**src/shared/dlr_pkg.sv**
```systemverilog
// register map, field layout and constants of the dual low-frequency real-time counter
package dlr_pkg;
    // =====================================================================
    // clocks and timing
    localparam int unsigned LF_HZ       = 32768;      // crystal frequency in Hz
    localparam int unsigned SYS_HZ      = 50000000;   // clk_sys rate
    localparam int unsigned SYS_PER_LF  = SYS_HZ / LF_HZ; // system cycles per crystal cycle (least)
    localparam int          PRE_W       = 15;         // prescaler width, divide up to 32768
    localparam int          EXP_W       = 4;          // power-of-two exponent 0..15
    localparam logic [EXP_W-1:0] SEC_EXP = 4'hF;      // seconds unit always divides by 32768
    localparam int          PERIODIC_UNITS = 60;      // periodic alarm interval in prescaled units
    localparam logic [5:0]  PER_LAST    = 6'(PERIODIC_UNITS - 1);
    localparam int          NSTRB       = 4;          // strobe channels
    localparam int          NSAMP       = 3;          // sampled inputs per strobe channel
    // =====================================================================
    // bus and register offsets (byte addresses)
    localparam int          ADDR_W      = 8;
    localparam logic [7:0]  OFS_CTRL    = 8'h00;
    localparam logic [7:0]  OFS_CNT [2] = '{8'h04, 8'h10};  // seconds, flexible
    localparam logic [7:0]  OFS_ALM [2] = '{8'h08, 8'h14};
    localparam logic [7:0]  OFS_TRIM[2] = '{8'h0C, 8'h18};
    localparam logic [7:0]  OFS_CAPT    = 8'h1C;
    localparam logic [7:0]  OFS_STAT    = 8'h20;
    localparam logic [7:0]  OFS_IEN     = 8'h24;
    localparam logic [7:0]  OFS_ICLR    = 8'h28;
    localparam logic [7:0]  OFS_SAMP    = 8'h2C;
    localparam logic [7:0]  OFS_STRB0   = 8'h30;      // four words, 16-byte aligned
    // =====================================================================
    // control fields
    localparam int CTRL_SEC_EN   = 0;   // seconds unit enable, flexible at +1
    localparam int CTRL_SRC      = 2;   // low_freq_source_mux: 0 crystal, 1 internal
    localparam int CTRL_EXP_LO   = 4;
    localparam int CTRL_SEC_TRIM = 8;   // seconds trim enable, flexible at +1
    localparam int CTRL_MASK_LO  = 16;  // sample activity masks, 3 bits per channel
    // trim fields
    localparam int TRIM_ADJ_LO = 0;
    localparam int TRIM_ADJ_W  = 8;     // signed correction
    localparam int TRIM_IVL_LO = 16;
    localparam int TRIM_IVL_W  = 16;    // interval in ticks, minus one
    // strobe fields
    localparam int STRB_PER_LO = 0;
    localparam int STRB_W      = 16;
    localparam int STRB_HI_LO  = 16;
    // status bits
    localparam int ST_SEC_ALM  = 0;
    localparam int ST_FLX_ALM  = 1;
    localparam int ST_FLX_PER  = 2;
    localparam int ST_CAP      = 3;
    localparam int ST_SAMP_LO  = 4;
    localparam int ST_W        = 8;
    // synchronised pin positions
    localparam int PIN_XTAL = 0;
    localparam int PIN_LOSC = 1;
    localparam int PIN_CAP  = 2;
    localparam int PIN_SAMP = 3;
    localparam int PIN_W    = PIN_SAMP + NSTRB * NSAMP;
    // bus handshake states
    typedef enum logic [0:0] {
        BUS_IDLE = 1'b0,
        BUS_ACK  = 1'b1
    } dlr_bus_t;
endpackage

```
**src/design/dlr_rtc.sv**
```systemverilog
// dual low-frequency real-time counter with strobes, capture, sampling and avalon-mm registers
`timescale 1ns/1ns
`default_nettype none
// How it works
// - the seconds unit runs from the synchronised crystal input, the flexible unit from crystal or internal
// - a count equal to the alarm value raises an alarm status and interrupt
// - a signed trim correction is added every programmed interval of ticks
// - the seconds unit always divides its crystal ticks by 32768
// - the flexible unit divides by two to the programmed exponent, 0 to 15
// - seconds use the crystal; flexible uses crystal or internal per source select
// - four strobe outputs are generated by the flexible time base
// - each strobe divides the flexible unit's selected source, crystal or internal, with one-cycle resolution
// - after reset nothing counts until software enables each unit
// - the seconds unit has one absolute, non-repeating alarm in seconds
// - the flexible unit has an absolute alarm and one every 60 units
// - a capture pin rising edge latches the flexible count and flags it while that unit is enabled
// - each strobe samples three inputs and can flag activity on them
module dlr_rtc (
    input  wire logic                         clk_sys,
    input  wire logic                         rst,
    input  wire logic [dlr_pkg::ADDR_W-1:0]   avs_address,
    input  wire logic                         avs_read,
    input  wire logic                         avs_write,
    input  wire logic [31:0]                  avs_writedata,
    input  wire logic [3:0]                   avs_byteenable,
    output logic      [31:0]                  avs_readdata,
    output logic                              avs_waitrequest,
    input  wire logic                         low_freq_crystal_osc,
    input  wire logic                         low_freq_internal_osc,
    input  wire logic                         capture_in,
    input  wire logic [dlr_pkg::NSTRB*dlr_pkg::NSAMP-1:0] sample_in,
    output logic      [dlr_pkg::NSTRB-1:0]    strobe_out,
    output logic                              irq
);
    import dlr_pkg::*;

    // =====================================================================
    // declarations
    logic [PIN_W-1:0]    pin_w, s1_q, s2_q, s3_q, filt_q, filt_d, rise;
    dlr_bus_t            bus_q, bus_d;
    logic                wait_q, wait_d, wr_now;
    logic [31:0]         rdata_q, rdata_d, rd_mux, wmask;
    logic [31:0]         ctrl_q, ctrl_d, cap_q, cap_d;
    logic [31:0]         alm_q[2], alm_d[2], trim_q[2], trim_d[2], cnt_q[2], cnt_d[2], adj_ext[2];
    logic [31:0]         strb_cfg_q[NSTRB], strb_cfg_d[NSTRB];
    logic [PRE_W-1:0]    pre_q[2], pre_d[2], mask[2];
    logic [TRIM_IVL_W-1:0] tcnt_q[2], tcnt_d[2];
    logic [1:0]          en, trim_on, src_tick, tick, trim_now, alm_ev, cnt_ld;
    logic [ST_W-1:0]     ien_q, ien_d, stat_q, stat_d, clr, ev;
    logic [5:0]          per_q, per_d;
    logic                irq_q, irq_d;
    logic [STRB_W-1:0]   scnt_q[NSTRB], scnt_d[NSTRB], per[NSTRB], hi[NSTRB];
    logic [NSTRB-1:0]    strb_q, strb_d, samp_ev;
    logic [NSTRB*NSAMP-1:0] samp_q, samp_d;

    // =====================================================================
    // pin synchronisers: a change counts once stages two and three agree
    assign pin_w = {sample_in, capture_in, low_freq_internal_osc, low_freq_crystal_osc};
    always_comb begin
        filt_d = (s2_q & s3_q) | (filt_q & (s2_q | s3_q));
        rise   = filt_d & ~filt_q;
    end
    always_ff @(posedge clk_sys or posedge rst) begin
        if (rst) begin
            s1_q   <= '0;
            s2_q   <= '0;
            s3_q   <= '0;
            filt_q <= '0;
        end else begin
            s1_q   <= pin_w;
            s2_q   <= s1_q;
            s3_q   <= s2_q;
            filt_q <= filt_d;
        end
    end

    // =====================================================================
    // avalon-mm slave: one wait cycle, then a single acknowledge cycle
    assign wmask  = {{8{avs_byteenable[3]}}, {8{avs_byteenable[2]}}, {8{avs_byteenable[1]}}, {8{avs_byteenable[0]}}};
    assign wr_now = (bus_q == BUS_ACK) && avs_write;
    always_comb begin
        bus_d   = bus_q;
        wait_d  = 1'b1;
        rdata_d = rdata_q;
        case (bus_q)
            BUS_IDLE: begin
                if (avs_read || avs_write) begin
                    bus_d   = BUS_ACK;
                    wait_d  = 1'b0;
                    rdata_d = avs_read ? rd_mux : '0;
                end
            end
            BUS_ACK: bus_d = BUS_IDLE;
            default: bus_d = BUS_IDLE;
        endcase
    end

    // read mux; unmapped and write-only addresses read zero
    always_comb begin
        rd_mux = '0;
        case (avs_address)
            OFS_CTRL:    rd_mux = ctrl_q;
            OFS_CNT[0]:  rd_mux = cnt_q[0];
            OFS_CNT[1]:  rd_mux = cnt_q[1];
            OFS_ALM[0]:  rd_mux = alm_q[0];
            OFS_ALM[1]:  rd_mux = alm_q[1];
            OFS_TRIM[0]: rd_mux = trim_q[0];
            OFS_TRIM[1]: rd_mux = trim_q[1];
            OFS_CAPT:    rd_mux = cap_q;
            OFS_STAT:    rd_mux = 32'(stat_q);
            OFS_IEN:     rd_mux = 32'(ien_q);
            OFS_SAMP:    rd_mux = 32'(samp_q);
            default: begin
                if (avs_address[ADDR_W-1:4] == OFS_STRB0[ADDR_W-1:4] && avs_address[1:0] == 2'h0) begin
                    rd_mux = strb_cfg_q[avs_address[3:2]];
                end
            end
        endcase
    end

    // software-written registers with byte enables
    always_comb begin
        ctrl_d = ctrl_q;
        ien_d  = ien_q;
        clr    = '0;
        cnt_ld = '0;
        for (int u = 0; u < 2; u++) begin
            alm_d[u]  = alm_q[u];
            trim_d[u] = trim_q[u];
            if (wr_now && avs_address == OFS_ALM[u]) alm_d[u] = (alm_q[u] & ~wmask) | (avs_writedata & wmask);
            if (wr_now && avs_address == OFS_TRIM[u]) trim_d[u] = (trim_q[u] & ~wmask) | (avs_writedata & wmask);
            cnt_ld[u] = wr_now && avs_address == OFS_CNT[u];
        end
        for (int c = 0; c < NSTRB; c++) begin
            strb_cfg_d[c] = strb_cfg_q[c];
            if (wr_now && avs_address == OFS_STRB0 + 8'(c * 4)) begin
                strb_cfg_d[c] = (strb_cfg_q[c] & ~wmask) | (avs_writedata & wmask);
            end
        end
        if (wr_now && avs_address == OFS_CTRL) ctrl_d = (ctrl_q & ~wmask) | (avs_writedata & wmask);
        if (wr_now && avs_address == OFS_IEN) begin
            ien_d = (ien_q & ~wmask[ST_W-1:0]) | (avs_writedata[ST_W-1:0] & wmask[ST_W-1:0]);
        end
        if (wr_now && avs_address == OFS_ICLR) clr = avs_writedata[ST_W-1:0] & wmask[ST_W-1:0];
    end

    // =====================================================================
    // counter units: index 0 seconds, index 1 flexible
    always_comb begin
        src_tick[0] = rise[PIN_XTAL];
        src_tick[1] = ctrl_q[CTRL_SRC] ? rise[PIN_LOSC] : rise[PIN_XTAL];
        mask[0]     = {PRE_W{1'b1}};
        mask[1]     = PRE_W'((16'h0001 << ctrl_q[CTRL_EXP_LO +: EXP_W]) - 16'h0001);
        for (int u = 0; u < 2; u++) begin
            en[u]       = ctrl_q[CTRL_SEC_EN + u];
            trim_on[u]  = ctrl_q[CTRL_SEC_TRIM + u];
            adj_ext[u]  = {{(32 - TRIM_ADJ_W){trim_q[u][TRIM_ADJ_LO + TRIM_ADJ_W - 1]}},
                           trim_q[u][TRIM_ADJ_LO +: TRIM_ADJ_W]};
            pre_d[u]    = pre_q[u];
            cnt_d[u]    = cnt_q[u];
            tcnt_d[u]   = tcnt_q[u];
            tick[u]     = 1'b0;
            trim_now[u] = 1'b0;
            alm_ev[u]   = 1'b0;
            if (en[u] && src_tick[u]) begin
                pre_d[u] = pre_q[u] + 15'h0001;
                tick[u]  = (pre_q[u] & mask[u]) == mask[u];
            end
            if (tick[u]) begin
                trim_now[u] = trim_on[u] && tcnt_q[u] == trim_q[u][TRIM_IVL_LO +: TRIM_IVL_W];
                tcnt_d[u]   = trim_now[u] ? '0 : tcnt_q[u] + 16'h0001;
                cnt_d[u]    = cnt_q[u] + 32'h0000_0001 + (trim_now[u] ? adj_ext[u] : '0);
                alm_ev[u]   = cnt_d[u] == alm_q[u];
            end
            if (cnt_ld[u]) cnt_d[u] = (cnt_q[u] & ~wmask) | (avs_writedata & wmask);
        end
    end

    // =====================================================================
    // strobe channels with input sampling
    always_comb begin
        samp_d  = samp_q;
        samp_ev = '0;
        for (int c = 0; c < NSTRB; c++) begin
            per[c]    = strb_cfg_q[c][STRB_PER_LO +: STRB_W];
            hi[c]     = strb_cfg_q[c][STRB_HI_LO +: STRB_W];
            scnt_d[c] = scnt_q[c];
            strb_d[c] = strb_q[c];
            if (!en[1] || per[c] == '0) begin
                scnt_d[c] = '0;
                strb_d[c] = 1'b0;
            end else if (src_tick[1]) begin
                scnt_d[c] = (scnt_q[c] == per[c] - 16'h0001) ? '0 : scnt_q[c] + 16'h0001;
                strb_d[c] = scnt_d[c] < hi[c];
            end
            if (strb_d[c] && !strb_q[c]) begin
                samp_d[c*NSAMP +: NSAMP] = filt_q[PIN_SAMP + c*NSAMP +: NSAMP];
                samp_ev[c] = |((filt_q[PIN_SAMP + c*NSAMP +: NSAMP] ^ samp_q[c*NSAMP +: NSAMP])
                               & ctrl_q[CTRL_MASK_LO + c*NSAMP +: NSAMP]);
            end
        end
    end

    // =====================================================================
    // events, periodic alarm, capture, sticky status and interrupt
    always_comb begin
        per_d = per_q;
        cap_d = cap_q;
        ev    = '0;
        ev[ST_SEC_ALM] = alm_ev[0];
        ev[ST_FLX_ALM] = alm_ev[1];
        if (tick[1]) begin
            per_d = (per_q == PER_LAST) ? '0 : per_q + 6'h01;
            ev[ST_FLX_PER] = per_q == PER_LAST;
        end
        if (en[1] && rise[PIN_CAP]) begin
            cap_d       = cnt_q[1];
            ev[ST_CAP]  = 1'b1;
        end
        ev[ST_SAMP_LO +: NSTRB] = samp_ev;
        stat_d = (stat_q & ~clr) | ev;                                           // set wins over clear
        irq_d  = |(stat_d & ien_d);                                              // no lag after enable writes
    end

    // registers of all groups except the pin synchronisers
    always_ff @(posedge clk_sys or posedge rst) begin
        if (rst) begin
            bus_q   <= BUS_IDLE;
            wait_q  <= 1'b1;
            rdata_q <= '0;
            ctrl_q  <= '0;
            ien_q   <= '0;
            stat_q  <= '0;
            cap_q   <= '0;
            per_q   <= '0;
            irq_q   <= 1'b0;
            strb_q  <= '0;
            samp_q  <= '0;
            for (int u = 0; u < 2; u++) begin
                alm_q[u]  <= '0;
                trim_q[u] <= '0;
                cnt_q[u]  <= '0;
                pre_q[u]  <= '0;
                tcnt_q[u] <= '0;
            end
            for (int c = 0; c < NSTRB; c++) begin
                strb_cfg_q[c] <= '0;
                scnt_q[c]     <= '0;
            end
        end else begin
            bus_q   <= bus_d;
            wait_q  <= wait_d;
            rdata_q <= rdata_d;
            ctrl_q  <= ctrl_d;
            ien_q   <= ien_d;
            stat_q  <= stat_d;
            cap_q   <= cap_d;
            per_q   <= per_d;
            irq_q   <= irq_d;
            strb_q  <= strb_d;
            samp_q  <= samp_d;
            for (int u = 0; u < 2; u++) begin
                alm_q[u]  <= alm_d[u];
                trim_q[u] <= trim_d[u];
                cnt_q[u]  <= cnt_d[u];
                pre_q[u]  <= pre_d[u];
                tcnt_q[u] <= tcnt_d[u];
            end
            for (int c = 0; c < NSTRB; c++) begin
                strb_cfg_q[c] <= strb_cfg_d[c];
                scnt_q[c]     <= scnt_d[c];
            end
        end
    end

    assign avs_readdata    = rdata_q;
    assign avs_waitrequest = wait_q;
    assign strobe_out      = strb_q;
    assign irq             = irq_q;
endmodule
`default_nettype wire

```
**config.mk**
```make
export PLATFORM = sky130hd
export DESIGN_NAME = dlr_rtc
export DESIGN_NICKNAME = d
export VERILOG_FILES = /design/src/shared/dlr_pkg.sv /design/src/design/dlr_rtc.sv
export SDC_FILE = /design/constraint.sdc
export NUM_CORES = 2
export LEC_CHECK = 0
export BUFFER_PORTS_ARGS = -buffer_cell sky130_fd_sc_hd__buf_2
export CELL_PAD_IN_SITES_DETAIL_PLACEMENT = 0
export CELL_PAD_IN_SITES_GLOBAL_PLACEMENT = 1
export CORE_AREA = 3 3 323 325
export CTS_CLUSTER_DIAMETER = 60
export DETAILED_ROUTE_END_ITERATION = 16
export DIE_AREA = 0 0 326 328
export PLACE_DENSITY = 0.76
export SKIP_LAST_GASP = 1
export SYNTH_ARGS = -nofsm -noshare
export SYNTH_HDL_FRONTEND = slang
export SYNTH_SLANG_ARGS = --single-unit
```
**constraint.sdc**
```tcl
create_clock -name clk_sys -period 22 [get_ports clk_sys]
set_clock_uncertainty 0.15 [all_clocks]
set_input_delay 4.4 -clock clk_sys [delete_from_list [all_inputs] [get_ports clk_sys]]
set_output_delay 4.4 -clock clk_sys [all_outputs]
set_load 0.01 [all_outputs]
```
==> results.txt <==
The area share of the largest cell type after synthesis came out at 0.4155. Clock tree synthesis selected as its root buffer the cell clkbuf_16. In this run the power density over the cells is 64.64 nW/um^2. The tools report the data arrival time at the worst-slack endpoint as 8360 ps.

In the final design database the tool counted 4034 nets. The sum of negative setup slack was 0 ps. The count of final hold-check violations is 0, and the largest net degree at the start of global routing is 171.

The signal on the critical path passes through buf_2, clkinvlp_4, buf_4, buf_12, buf_4, buf_4. Setup repair after global routing left no endpoint under its margin. TritonCTS built the clock tree. The netlist uses 111 different library cells. The static leakage came out at 19.74 nW. STA classifies the critical path endpoint as an async pin. Ranked by total cell area, the synthesized netlist is headed by dfrtp_1, mux2_2, ha_1. The number of instances in the synthesized netlist is 3830, and the final setup violation count is 0. The number of stages on the worst hold path works out to 0. The hold buffer count at cts was 0; the utilization after layout was 0.4243.

The run finished with clean final reports. The weighted congestion at the end of routability-driven global placement is 0.9795, and the total core area is 101700 sq um. The critical path is of the input port to async pin type. The run gives 0.2492 as the headroom to the max-slew limit. The clock passes through at most 3 buffers. The fmax is 0.1270 GHz, and the fraction of layout instances using a drive strength above 1 is 0.1821. The logs give 30.15k for the number of global-route vias before repair and 0 for the remaining antenna violation count after routing. Counting I/O delays and the setup requirement, the final critical path takes 7875 ps.

Number of gates given a new drive strength after cts: 0. The most used flip-flop cell after synthesis is dfrtp_1. The global-route total usage across every layer is 0.2506, and the post-route fraction of the period consumed by the critical path is 0.3580. The die covers 106900 sq um. For the total detailed-routing wirelength, the log shows 137.0 mm.

The number of flops mapped to enable cells by yosys came out at 0. The count of buffers added on input and output ports is 100. After detailed routing, the number of vias per cell comes to 6.069.

Total of flip-flops plus latches after synthesis: 643. The maximum vdd ir drop came out at 0.06295 mV. In the final routed layout, each cell accounts on average for 25.99 um. After the first detailed-routing iteration, the DRC count stood at 3561. The slowest stage of the critical path belongs to the cell buf_4. The net count after synthesis is 4031. The required arrival time at the worst endpoint was 22480 ps. The biggest area contributor in the post-synthesis netlist is dfrtp_1.

After synthesis, the mean cell area works out to 10.09 sq um. The most numerous cell type found on the critical path is buf_4. Detailed placement finished with a half-perimeter wire length of 102.8 mm. The tools report the launching element type of the critical path as an input port. The run gives 0.3800 as the initial cell density of the core. The run gives 0 as the final global-route overflow total. Sorting the synthesized cells by how often they occur yields dfrtp_1, mux2_2, nand2_1, nor2_1, o21ai_0. The cell area after synthesis is 38660 sq um, and the register clock-pin slew on the reported worst setup and hold paths is 60 ps. For the max-slew violation total from the final report, the log shows 0. The post-CTS repair timing setup buffer count came out at 0. The run gives 203.0 mm as the global-route wire length before repair.

The Yosys step of the flow raised 0 warnings. The post-synthesis async set-or-reset flop share came out at 1.000. The worst min-delay path class is flop to flop.

The clock reaches the later pin of the worst-skew pair after 670 ps. Among all cell types in the netlist, the one instantiated most often is dfrtp_1. Along the worst path, the maximum fanout reaches 170. The routed layout has 32.00k vias. The run gives 15 as the initial antenna violation count. The number of clock sinks was 643; the layout overhead on the synthesized area was 11.64%. The initialized floorplan defines 117 standard-cell rows. Clock tree synthesis inserted a total of 82 buffers. For the pin with the worst max-slew slack, the measured transition is 1126 ps.

The number of primary I/O pins is 101. The chip height was 328 um; the worst reg-to-reg path cell count was 19. The run gives 9 as the length of the first detailed-routing pass in iterations.

The part of the Yosys area used for sequential elements is 0.4162. The run gives 0 as the post-detailed-route DRC marker count. The H-tree generated during clock tree synthesis spans 3 levels. The stage delay of the slowest cell on the critical path was 890 ps. Across the run, the number of max-cap violations was 0. X dimension of the die: 326 um.
[kinds of logic (layout without fill, tap and decap cells)]
kind of cell               Yosys count  in the layout  synth area share
AOI/OAI and AO/OA                  858            858            0.1542
xor gates and xnor gates           327            327           0.07560
adders and majority gates          154            154           0.04919
buffers and inverters              338            408           0.03434
DFF                                643            643            0.4162
muxes                              378            378            0.1188
other                                0              4                 0
and+or+nand+nor                   1132           1132            0.1517
[worst paths after layout]
kind	from	to	slack, ps
worst max-delay path	rst	avs_readdata[15]$_DFFE_PP0P_	14130
worst min-delay path	s1_q[13]$_DFF_PP0_	s2_q[13]$_DFF_PP0_	200
worst max register to register	flop	irq$_DFF_PP0_	15320
worst min register to register	s1_q[13]$_DFF_PP0_	s2_q[13]$_DFF_PP0_	200
max in group clk_sys	avs_address[2]	irq$_DFF_PP0_	14650
min in group asynchronous	rst	scnt_q[57]$_DFFE_PP0P_	3630
[metal layers]
layer | vias to the layer above | global-route usage | wire, um
met5 | - | 0 | 45
met4 | 8 | 0.1070 | 6581
met3 | 320 | 0.05383 | 12830
met2 | 1478 | 0.3725 | 59230
met1 | 16020 | 0.3524 | 58350
li1 | 14170 | - | -
[cell type report]
type | count | area [sq um]
repair buffers | 136 | 783.3
flip-flops and latches | 643 | 16090
inverters | 121 | 457.9
clock inverters | 42 | 471.7
diodes | 4 | 10.01
multi-input cells | 2849 | 21320
well taps | 1368 | 1712
fillers | 9807 | 58580
clock buffers | 109 | 2316
[worst max-delay path, delay by kind of cell]
kind,cells,cell delay (ps)
buffers and inverters,6,3630
[metrics by stage]
stage          worst slack [ps]  instance area, sq um  std cells  hold WS (ps)  total power (W)
2_1_floorplan              8666                 38670       3830         181.2         0.001352
4_1_cts                   13970                 43160       5268         197.9         0.002804
3_5_place_dp              13310                 40370       5117         184.7         0.001423
5_1_grt                   13500                 43160       5269         208.1         0.002870
3_3_place_gp              13290                 40370       5117         187.7         0.001421
6_report                  14130                 43170       5272         197.4         0.002790
[cells in the final DEF, fill, tap and decap left out, types with 19 or more instances in the layout]
cell         n
a21o_1      33
a21oi_1    149
a221oi_1    50
a222oi_1    23
a22o_1      71
a22oi_1     78
and3_1      52
buf_2      100
buf_4       35
clkbuf_16   84
dfrtp_1    642
ha_1       136
inv_1      120
mux2_2     327
mux2i_1     19
mux4_2      32
nand2_1    296
nand2b_1    61
nand3_1    113
nand4_1     73
nor2_1     243
nor2b_1     34
nor3_1      64
nor4_1      23
o211ai_1    28
o21ai_0    195
o22ai_1     30
o31ai_1     19
or3_1       24
xnor2_1    185
xor2_1     138
[power by group]
group | internal, W | total (W) | switching [W]
clock | 0.000822 | 0.00138 | 0.000563
sequential | 0.00120 | 0.00123 | 0.0000291
combinational | 0.0000561 | 0.000174 | 0.000118
No activity file was read; power rests on OpenSTA's default activity.
